**src/adq_params.svh**
```systemverilog
`ifndef ADQ_PARAMS_SVH
`define ADQ_PARAMS_SVH

// ----------------------------------------
// Register offsets, larger variants
// ----------------------------------------
`define ADQ_L_FLAGS    8'h0C
`define ADQ_L_RESULT   8'h1E
`define ADQ_L_CTRL     8'h1F
`define ADQ_L_ENABLES  8'h8C
`define ADQ_L_CFG      8'h9F
// ----------------------------------------
// Register offsets, smallest variants
// ----------------------------------------
`define ADQ_S_CTRL     8'h08
`define ADQ_S_CFG      8'h88
`define ADQ_S_RESULT   8'h89
// ----------------------------------------
// Core interrupt control, both banks
// ----------------------------------------
`define ADQ_CORE       8'h0B
`define ADQ_BANK_MASK  8'h7F
// ----------------------------------------
// Field positions
// ----------------------------------------
`define ADQ_B_ON       0
`define ADQ_B_FLAG_S   1
`define ADQ_B_GO       2
`define ADQ_B_DONE     6
`define ADQ_B_GIE      7
// ----------------------------------------
// Codes and timing
// ----------------------------------------
`define ADQ_SPECIAL_TRIG 4'hB
`define ADQ_CS_RC      2'h3
`define ADQ_DIV_2T     5'h01
`define ADQ_DIV_8T     5'h07
`define ADQ_DIV_32T    5'h1F
`define ADQ_TOSC_NS    10
`define ADQ_INSTR_NS   40
`define ADQ_INSTR_CYC  ((`ADQ_INSTR_NS + `ADQ_TOSC_NS - 1) / `ADQ_TOSC_NS)
`define ADQ_ABORT_TADS 3'h2

`endif

```
**src/adq_pkg.sv**
```systemverilog
package adq_pkg;

   typedef enum logic [1:0] {ST_ACQ, ST_RCWAIT, ST_CONV, ST_ABWAIT} adq_fsm_t;

   typedef struct packed {
      logic [7:0] addr;
      logic [7:0] wdata;
      logic       wr;
      logic       rd;
   } adq_bus_t;

   typedef struct packed {
      logic [3:0] mode;
      logic       event_p;
   } adq_cmp_t;

   typedef struct packed {
      logic [2:0] chan;
      logic [7:0] dac;
      logic       sample;
      logic       powered;
      logic [2:0] port_cfg;
   } adq_ana_t;

   typedef struct packed {
      logic [1:0] clk_sel;
      logic [2:0] chan;
      logic       go;
      logic       on;
   } adq_ctrl_t;

   typedef struct packed {
      adq_fsm_t   fsm;
      adq_ctrl_t  ctrl;
      logic [2:0] cfg;
      logic [7:0] result;
      logic       flag;
      logic       en6;
      logic       global_irq_gate;
      logic       core6;
      logic [4:0] div_cnt;
      logic [2:0] wait_cnt;
      logic [1:0] sync1;
      logic [1:0] sync2;
      logic [1:0] sync3;
      logic [1:0] stable;
      logic       rc_prev;
      logic       tclr;
      logic [7:0] rdata;
   } adq_state_t;

endpackage

```
**src/adq_top.sv**
```systemverilog
// Strobed register access was chosen for this implementation.
`timescale 1ns/100ps
`include "adq_params.svh"

// Overview of operation
// - Trigger with mode 1011 and converter on sets start bit, starting conversion.
// - Every special event trigger pulses the timer clear output.
// - Converter off: trigger starts nothing, but still clears the timer.
// - With TRIG_FIRST set the trigger comes from the first compare unit, else the second.
// - Result is unsigned 8-bit; code one begins at reference over 256.
// - Larger control layout: clock 7:6, channel 5:3, start 2, on 0.
// - Smallest control layout: clock 7:6, channel 4:3, start 2, flag 1, on 0.
// - Port configuration field: three bits, two on smallest, resets to zero.
// - Done flag and its enable sit in bit 6 of flag/enable registers.
// - Smallest variants: done enable bit 6 of core register, global enable 7.
// - Unimplemented register bits read as zero.
// - Finished conversion clears start bit, loads result, sets done flag.
// - Clearing start mid-conversion aborts, keeps result, waits two clocks.
// - Clock select 11 picks RC clock, waits one instruction, runs in sleep.
// - Any reset restores registers, turns converter off, aborts conversion.

module adq_top
   import adq_pkg::*;
#(
   parameter bit SMALL      = 1'b0,
   parameter bit TRIG_FIRST = 1'b0
) (
   input  wire logic     clk,
   input  wire logic     rst_n,
   input  wire adq_bus_t bus,
   output logic [7:0]    rdata,
   input  wire adq_cmp_t cmp1,
   input  wire adq_cmp_t cmp2,
   input  wire logic     comp_pin,
   input  wire logic     rc_clk_pin,
   input  wire logic     sleep,
   output logic          irq,
   output logic          timer_clear,
   output adq_ana_t      ana
);

   localparam logic [7:0] CTRL_OFF   = SMALL ? `ADQ_S_CTRL : `ADQ_L_CTRL;
   localparam logic [7:0] RESULT_OFF = SMALL ? `ADQ_S_RESULT : `ADQ_L_RESULT;
   localparam logic [7:0] CFG_OFF    = SMALL ? `ADQ_S_CFG : `ADQ_L_CFG;
   localparam logic [2:0] INSTR_LAST = 3'(`ADQ_INSTR_CYC - 1);

   if (`ADQ_INSTR_CYC < 1 || `ADQ_INSTR_CYC > 8) begin : g_chk
      $error("adq_top: instruction wait does not fit its counter");
   end

   // ----------------------------------------
   // Decoding helpers
   // ----------------------------------------
   function automatic logic hit(input logic [7:0] a, input logic [7:0] o);
      hit = (a == o);
   endfunction

   function automatic logic [4:0] tad_limit(input logic [1:0] sel);
      case (sel)
         2'h0:    tad_limit = `ADQ_DIV_2T;
         2'h1:    tad_limit = `ADQ_DIV_8T;
         default: tad_limit = `ADQ_DIV_32T;
      endcase
   endfunction

   adq_state_t st_ff;
   adq_state_t nxt_st;

   adq_cmp_t   sel_cmp;
   logic       trig_hit;
   logic       rc_mode;
   logic       tad_tick;
   logic       wr_ctrl;
   logic       sar_start;
   logic       sar_abort;
   logic       sar_busy;
   logic       sar_done;
   logic [7:0] sar_trial;
   logic [7:0] sar_result;
   logic       flag_set;
   logic       flag_clr;

   // ----------------------------------------
   // Trigger source and conversion clock
   // ----------------------------------------
   assign sel_cmp  = TRIG_FIRST ? cmp1 : cmp2;
   assign trig_hit = sel_cmp.event_p && (sel_cmp.mode == `ADQ_SPECIAL_TRIG);
   assign rc_mode  = (st_ff.ctrl.clk_sel == `ADQ_CS_RC);
   // RC clock edges come from the filtered pin, never the raw one
   assign tad_tick = rc_mode ? (st_ff.stable[1] & ~st_ff.rc_prev)
                             : (st_ff.div_cnt == tad_limit(st_ff.ctrl.clk_sel));
   assign wr_ctrl  = bus.wr && hit(bus.addr, CTRL_OFF);

   adq_sar #(
      .WIDTH (8)
   ) u_sar (
      .clk    (clk),
      .rst_n  (rst_n),
      .start  (sar_start),
      .abort  (sar_abort),
      .tick   (tad_tick),
      .comp   (st_ff.stable[0]),
      .busy   (sar_busy),
      .done   (sar_done),
      .trial  (sar_trial),
      .result (sar_result)
   );

   // ----------------------------------------
   // Next state
   // ----------------------------------------
   always_comb begin
      nxt_st    = st_ff;
      sar_start = 1'b0;
      sar_abort = 1'b0;
      flag_set  = 1'b0;
      flag_clr  = 1'b0;

      // Three-stage filter: a change counts once stages two and three agree
      nxt_st.sync1 = {rc_clk_pin, comp_pin};
      nxt_st.sync2 = st_ff.sync1;
      nxt_st.sync3 = st_ff.sync2;
      for (int i = 0; i < 2; i++) begin
         if (st_ff.sync2[i] == st_ff.sync3[i]) begin
            nxt_st.stable[i] = st_ff.sync3[i];
         end
      end
      nxt_st.rc_prev = st_ff.stable[1];

      if (st_ff.fsm == ST_ACQ || st_ff.fsm == ST_RCWAIT || tad_tick) begin
         nxt_st.div_cnt = 5'h00;
      end else begin
         nxt_st.div_cnt = st_ff.div_cnt + 5'h01;
      end

      // Timer clear does not depend on the converter being on
      nxt_st.tclr = trig_hit;

      // Software writes
      if (wr_ctrl) begin
         nxt_st.ctrl.clk_sel = bus.wdata[7:6];
         nxt_st.ctrl.chan    = SMALL ? {1'b0, bus.wdata[4:3]} : bus.wdata[5:3];
         nxt_st.ctrl.on      = bus.wdata[`ADQ_B_ON];
         nxt_st.ctrl.go      = bus.wdata[`ADQ_B_GO] & bus.wdata[`ADQ_B_ON];
         flag_clr            = SMALL && bus.wdata[`ADQ_B_FLAG_S];
      end
      if (bus.wr && hit(bus.addr, RESULT_OFF)) begin
         nxt_st.result = bus.wdata;
      end
      if (bus.wr && hit(bus.addr, CFG_OFF)) begin
         nxt_st.cfg = SMALL ? {1'b0, bus.wdata[1:0]} : bus.wdata[2:0];
      end
      if (!SMALL && bus.wr && hit(bus.addr, `ADQ_L_FLAGS)) begin
         flag_clr = bus.wdata[`ADQ_B_DONE];
      end
      if (!SMALL && bus.wr && hit(bus.addr, `ADQ_L_ENABLES)) begin
         nxt_st.en6 = bus.wdata[`ADQ_B_DONE];
      end
      if (bus.wr && hit(bus.addr & `ADQ_BANK_MASK, `ADQ_CORE)) begin
         nxt_st.global_irq_gate   = bus.wdata[`ADQ_B_GIE];
         nxt_st.core6 = bus.wdata[`ADQ_B_DONE];
      end

      // Trigger only starts from acquisition with the converter on
      if (trig_hit && nxt_st.ctrl.on && st_ff.fsm == ST_ACQ) begin
         nxt_st.ctrl.go = 1'b1;
      end

      case (st_ff.fsm)
         ST_ACQ: begin
            if (nxt_st.ctrl.go) begin
               nxt_st.wait_cnt = 3'h0;
               if (nxt_st.ctrl.clk_sel == `ADQ_CS_RC) begin
                  nxt_st.fsm = ST_RCWAIT;
               end else begin
                  nxt_st.fsm = ST_CONV;
                  sar_start  = 1'b1;
               end
            end
         end
         ST_RCWAIT: begin
            if (!nxt_st.ctrl.on) begin
               nxt_st.fsm = ST_ACQ;
            end else if (!nxt_st.ctrl.go) begin
               nxt_st.fsm      = ST_ABWAIT;
               nxt_st.wait_cnt = 3'h0;
            end else if (st_ff.wait_cnt == INSTR_LAST) begin
               nxt_st.fsm = ST_CONV;
               sar_start  = 1'b1;
            end else begin
               nxt_st.wait_cnt = st_ff.wait_cnt + 3'h1;
            end
         end
         ST_CONV: begin
            if (!nxt_st.ctrl.on) begin
               sar_abort      = 1'b1;
               nxt_st.ctrl.go = 1'b0;
               nxt_st.fsm     = ST_ACQ;
            end else if (!nxt_st.ctrl.go) begin
               sar_abort       = 1'b1;
               // Restart the divider so the settle wait spans whole clocks
               nxt_st.div_cnt  = 5'h00;
               nxt_st.fsm      = ST_ABWAIT;
               nxt_st.wait_cnt = 3'h0;
            end else if (sleep && !rc_mode) begin
               // Only the RC clock keeps converting through sleep
               sar_abort      = 1'b1;
               nxt_st.ctrl.go = 1'b0;
               nxt_st.fsm     = ST_ACQ;
            end else if (sar_done) begin
               nxt_st.ctrl.go = 1'b0;
               nxt_st.result  = sar_result;
               flag_set       = 1'b1;
               nxt_st.fsm     = ST_ACQ;
            end
         end
         ST_ABWAIT: begin
            // Start requests are dropped until the settle wait ends
            nxt_st.ctrl.go = 1'b0;
            if (st_ff.wait_cnt == `ADQ_ABORT_TADS) begin
               nxt_st.fsm = ST_ACQ;
            end else if (tad_tick) begin
               nxt_st.wait_cnt = st_ff.wait_cnt + 3'h1;
            end
         end
         default: begin
            nxt_st.fsm = ST_ACQ;
         end
      endcase

      // Completion wins over a clear in the same cycle
      nxt_st.flag = (st_ff.flag & ~flag_clr) | flag_set;

      // Read data stand in the cycle after the strobe only
      nxt_st.rdata = 8'h00;
      if (bus.rd) begin
         if (hit(bus.addr, CTRL_OFF)) begin
            nxt_st.rdata = SMALL
               ? {st_ff.ctrl.clk_sel, 1'b0, st_ff.ctrl.chan[1:0], st_ff.ctrl.go,
                  st_ff.flag, st_ff.ctrl.on}
               : {st_ff.ctrl.clk_sel, st_ff.ctrl.chan, st_ff.ctrl.go,
                  1'b0, st_ff.ctrl.on};
         end else if (hit(bus.addr, RESULT_OFF)) begin
            nxt_st.rdata = st_ff.result;
         end else if (hit(bus.addr, CFG_OFF)) begin
            nxt_st.rdata = {5'h00, st_ff.cfg};
         end else if (!SMALL && hit(bus.addr, `ADQ_L_FLAGS)) begin
            nxt_st.rdata = {1'b0, st_ff.flag, 6'h00};
         end else if (!SMALL && hit(bus.addr, `ADQ_L_ENABLES)) begin
            nxt_st.rdata = {1'b0, st_ff.en6, 6'h00};
         end else if (hit(bus.addr & `ADQ_BANK_MASK, `ADQ_CORE)) begin
            nxt_st.rdata = {st_ff.global_irq_gate, st_ff.core6, 6'h00};
         end
      end
   end

   // Any reset returns everything to zero and kills a conversion
   always_ff @(posedge clk or negedge rst_n) begin
      if (!rst_n) begin
         st_ff <= '0;
      end else begin
         st_ff <= nxt_st;
      end
   end

   // ----------------------------------------
   // Outputs
   // ----------------------------------------
   assign rdata        = st_ff.rdata;
   assign timer_clear  = st_ff.tclr;
   assign irq          = st_ff.global_irq_gate & st_ff.core6 & st_ff.flag & (SMALL | st_ff.en6);
   assign ana          = '{chan:     st_ff.ctrl.chan,
                           dac:      sar_trial,
                           sample:   st_ff.ctrl.on & (st_ff.fsm == ST_ACQ),
                           powered:  st_ff.ctrl.on,
                           port_cfg: st_ff.cfg};
endmodule

```
**src/adq_sar.sv**
```systemverilog
`timescale 1ns/100ps

module adq_sar #(
   parameter int WIDTH = 8
) (
   input  wire logic             clk,
   input  wire logic             rst_n,
   input  wire logic             start,
   input  wire logic             abort,
   input  wire logic             tick,
   input  wire logic             comp,
   output logic                  busy,
   output logic                  done,
   output logic [WIDTH-1:0]      trial,
   output logic [WIDTH-1:0]      result
);

   if (WIDTH < 2) begin : g_chk
      $error("adq_sar: WIDTH must be at least 2");
   end

   typedef struct packed {
      logic             busy;
      logic             done;
      logic [WIDTH-1:0] mask;
      logic [WIDTH-1:0] trial;
      logic [WIDTH-1:0] result;
   } sar_st_t;

   sar_st_t st_ff;
   sar_st_t nxt_st;
   logic [WIDTH-1:0] kept;

   // ----------------------------------------
   // Binary search, one bit per conversion clock
   // ----------------------------------------
   always_comb begin
      nxt_st      = st_ff;
      nxt_st.done = 1'b0;
      // Comparator high means input at or above trial code
      kept = comp ? st_ff.trial : (st_ff.trial & ~st_ff.mask);
      if (abort) begin
         nxt_st.busy = 1'b0;
      end else if (start) begin
         nxt_st.busy  = 1'b1;
         nxt_st.mask  = {1'b1, {(WIDTH-1){1'b0}}};
         nxt_st.trial = {1'b1, {(WIDTH-1){1'b0}}};
      end else if (st_ff.busy && tick) begin
         if (st_ff.mask[0]) begin
            nxt_st.busy   = 1'b0;
            nxt_st.done   = 1'b1;
            nxt_st.result = kept;
            nxt_st.trial  = kept;
         end else begin
            nxt_st.mask  = st_ff.mask >> 1;
            nxt_st.trial = kept | (st_ff.mask >> 1);
         end
      end
   end

   always_ff @(posedge clk or negedge rst_n) begin
      if (!rst_n) begin
         st_ff <= '0;
      end else begin
         st_ff <= nxt_st;
      end
   end

   assign busy   = st_ff.busy;
   assign done   = st_ff.done;
   assign trial  = st_ff.trial;
   assign result = st_ff.result;

endmodule

```
**config.mk**
```make
export PLATFORM = sky130hd
export DESIGN_NAME = adq_top
export DESIGN_NICKNAME = d
export VERILOG_FILES = /design/src/adq_pkg.sv /design/src/adq_top.sv /design/src/adq_sar.sv
export VERILOG_INCLUDE_DIRS = /design/src
export SDC_FILE = /design/constraint.sdc
export NUM_CORES = 1
export LEC_CHECK = 0
export BUFFER_PORTS_ARGS = -buffer_cell sky130_fd_sc_hd__buf_2
export CELL_PAD_IN_SITES_DETAIL_PLACEMENT = 0
export CELL_PAD_IN_SITES_GLOBAL_PLACEMENT = 1
export CORE_MARGIN = 5
export CORE_UTILIZATION = 40
export DETAILED_ROUTE_END_ITERATION = 10
export GPL_TIMING_DRIVEN = 1
export PLACE_DENSITY = 0.85
export RECOVER_POWER = 50
export SYNTH_ARGS = -nofsm -noshare
export SYNTH_HDL_FRONTEND = slang
export SYNTH_SLANG_ARGS = --single-unit
```
**constraint.sdc**
```tcl
create_clock -name clk -period 2.2 [get_ports clk]
set_input_delay 0.22 -clock clk [delete_from_list [all_inputs] [get_ports clk]]
set_output_delay 0.22 -clock clk [all_outputs]
set_load 0.01 [all_outputs]
```
==> results list <==
- The run finished, with violations left.
- The checks that failed: capacitance limit, slew limit.
- The number of antenna diodes in the final layout is 0.
- After detailed routing, the number of remaining DRC violations is 0.
- Detail-routed via count per cell: between 5 and 6
* Most frequent cell after synthesis: dfrtp_1
* Logic pwr share: 0.184
- Synth async-reset ratio: 1.00
- The net count of the finished layout is 469.
* Final count of pins violating max slew: 77
* Die area: 11,500 sq um
- Power share of the clock group: 0.311
* Main synth FF type: dfrtp_1
* Final Hold Violating Endpoints: 0
* Rows: 35
- The analysis attributes to cell leakage a power of 2.22 nW.
* Minimum clock period after layout: 2190 ps
* Post-detail-place hpwl: between 6 and 7 mm
- Synthesis instantiated 59 different standard cells from the library.
* Clock tree skew after final layout: about 15 ps
- Transition time at the pin with the least slew margin: 1850 ps
- Total negative slack: 0 ps
* Count of buffer and inverter cells on the critical path: 1
- 59 I/O pins were placed.
* Final wirelength: 8.56 mm
- The initial antenna violation count was 0.
- Summed over all nets, the switching power comes to approximately 0.0010 W.
* Slew margin rel.: -0.233
* Ys Warns: 0
- During placement, the flow inserted port buffers numbering 53.
- For this configuration, the core starts out at a cell density of 0.408.
* Clock tree from TritonCTS: built
- Cell internal power was estimated by the tool at 0.00224 W.
* Worst path slowest cell: dfrtp_1
- Post-synth top area cell: dfrtp_1
* Number of global-route vias before repair: 3,013
- Number of optimization iterations in the first detailed-route pass: 4
* Clock sink total: 76
- Largest net degree at the start of global routing: 77
- Cell area after placement: 4220 sq um
- At the worst endpoint, the arrival time is 2430 ps.
- STA puts the critical path data required time at 2440 ps.
* Peak Freq: 0.456 GHz
- After clock tree synthesis, the clock-pin slew on the worst setup and hold paths is 100 ps.
* Sequential fraction of the synthesis area: 0.504
- The largest single stage delay on the critical path is 380 ps.
- The share of total power dissipated in sequential elements is 0.505.
- Fraction of layout cells with a size suffix above 1: 0.272
* Post-Syn Area per Cell: 10.3 sq um
* Maxcap violations: 1
- The critical path goes through or3_1, a211oi_2, o22ai_2, a211o_4, or3_4, buf_2, mux2i_1.
- Overall via count from detail_route: between 2,000 and 3,000
- STA classifies the critical path endpoint as a flip-flop.
- Setup violations remaining at the end of the flow were counted as 0.
- Yosys mapped a number of flops with a built-in enable equal to 0.
- Maximum number of buffers from clock root to sink: 2
- Of the total power, the share spent switching nets is 0.318.
- Broken down by cell family, the worst path's largest delay share belongs to simple AND/OR/NAND/NOR gates.
- Setup repair after global routing missed its margin: yes
- Synth top area share: 0.504
* Area growth syn-to-layout: 18.3%
- Worst setup SP type: flip-flop
- The first routing iteration left between 100 and 150 violations.
- Register bit count reported by yosys: 76
* Post-synthesis instance area: 3770 sq um
* Hold Path Class: in -> reg
- Top fanout value on the critical path: 4
* GRT Residual Overflow: 0
- The tree is rooted in a clkbuf_8.
- Total routing resource utilization after global routing: 0.157
- By area the synthesized netlist is led by dfrtp_1 (50%), mux2i_1 (4.8%), buf_4 (4.6%).
- The H-tree was split into 3 levels.
- Routed wire per std cell: between 15 and 20 microns
- In this run the remaining antenna-violating nets after routing total 0.
- Die Span Y: 107 microns
* Worst setup path category: reg -> reg
- In the synthesized netlist, the number of instances is 368.
* Final worst-path cycle share: 0.996
- Die X: 107 microns
- Core area: 9240 sq um
- The first global-routing pass estimated 14.4 mm of wire.
- Sorting the synthesized cells by how often they occur yields dfrtp_1 (76), nand2_1 (39), a21oi_1 (24), buf_4 (23).
- When the netlist entered floorplanning its net count stood at 405.
* Clock latency at the later pin of the worst-skew pair: 350 ps
- Clock tree synthesis inserted a total of 9 buffers.
- Power per cell area: 735 nW/um^2
* Layout Cell Area excl Fill: 4460 sq um
* Highest ir drop seen on vdd: 0.444 mV
- The congestion estimate from routability-driven global placement came to 0.860.
cell families after synthesis:
logic type | synth area share
simple gates | 0.174
compound gates | 0.142
flops | 0.504
buf+inv | 0.0832
mux | 0.0716
fa+ha+maj | 0.0186
xor+xnor | 0.00696
cell type report:
class / instances / area [sq um]
Clock buffer: 9 / 124
Clock inverter: 7 / 68.8
Fill cell: 881 / 4780
Inverter: 22 / 82.6
Multi-Input combinational cell: 236 / 1600
Sequential cell: 76 / 1900
Tap cell: 129 / 161
Timing Repair Buffer: 87 / 526
worst register-to-register path, stage by stage (launching register included):
cell and delay, ps:
dfrtp_1 380, or3_1 380, a211oi_2 250, o22ai_2 130, a211o_4 290, or3_4 340, buf_2 170, mux2i_1 120
power groups by stage:
| stage | Clock, W | Combinational, W | Sequential [W] |
|---|---|---|---|
| 4_1_cts | 0.00105 | 0.000605 | 0.00166 |
| 6_report | 0.00102 | 0.000603 | 0.00166 |
| 2_1_floorplan | 0 | 0.000388 | 0.00164 |
| 5_1_grt | 0.00110 | 0.000679 | 0.00168 |
| 3_3_place_gp | 0 | 0.000570 | 0.00168 |
| 3_5_place_dp | 0 | 0.000590 | 0.00168 |
what timing repair did:
| item | 4_1_cts | 5_1_grt |
|---|---|---|
| gates cloned | 0 | 1 |
| hold endpoints to repair | 2 | 0 |
| endpoints found under the setup margin | 9 | 11 |
| pin swaps | 1 | 5 |
| buffers inserted | 0 | 1 |
| hold buffers | 2 | 0 |
| resized for setup | 3 | 2 |
cells in the final DEF (no fill, tap or decap), drive strengths merged, types with 11 or more instances in the layout:
cell and instances:
nor2 21, a21oi 24, clkbuf 11, buf 83
dfrtp 76, nand2b 13, inv 24, nand2 39
o21ai 18, mux2i 18
metrics by stage:
stage               setup WS (ps)  total power, W  hold WS [ps]  std cells   util
floorplan                    -167         0.00203         -75.6        368      -
global placement             -211         0.00225           328        546  0.457
detailed placement           -240         0.00227           330        546  0.457
CTS                          12.8         0.00331          39.5        564  0.481
global route                -57.6         0.00346          59.4        566  0.483
finish                       8.97         0.00328          76.0        566  0.483
state kept, by name, summed over array words and instances (netlist names):
name          cells
st_ff            29
rdata             8
u_sar.result      8
u_sar.st_ff       8
u_sar.trial       8
ana               7
nxt_st            5
timer_clear       1
u_sar.busy        1
u_sar.done        1
routing by layer:
layer | wire length (microns) | vias to the layer above | track usage | share of wire
met2 | 4180 | 71 | 0.265 | 0.49
met1 | 3940 | 1383 | 0.202 | 0.46
li1 | - | 1403 | - | -
met4 | 90 | 0 | 0.0457 | 0.011
met3 | 344 | 11 | 0.0361 | 0.040
met5 | 0 | - | 0 | 0
path summary, 6_finish.rpt:
check,endpoint,cells past startpoint,from,slack (ps)
min in group asynchronous,u_sar.st_ff[20],1,rst_n,370
hold / removal,ana[13],3,bus[5],80
setup reg to reg,u_sar.result[4],7,st_ff[23],9
setup / recovery,u_sar.result[4],7,st_ff[23],9
max in group asynchronous,timer_clear,1,rst_n,730
hold reg to reg,nxt_st[12],0,nxt_st[14],350
(Power assumes the default switching activity.)
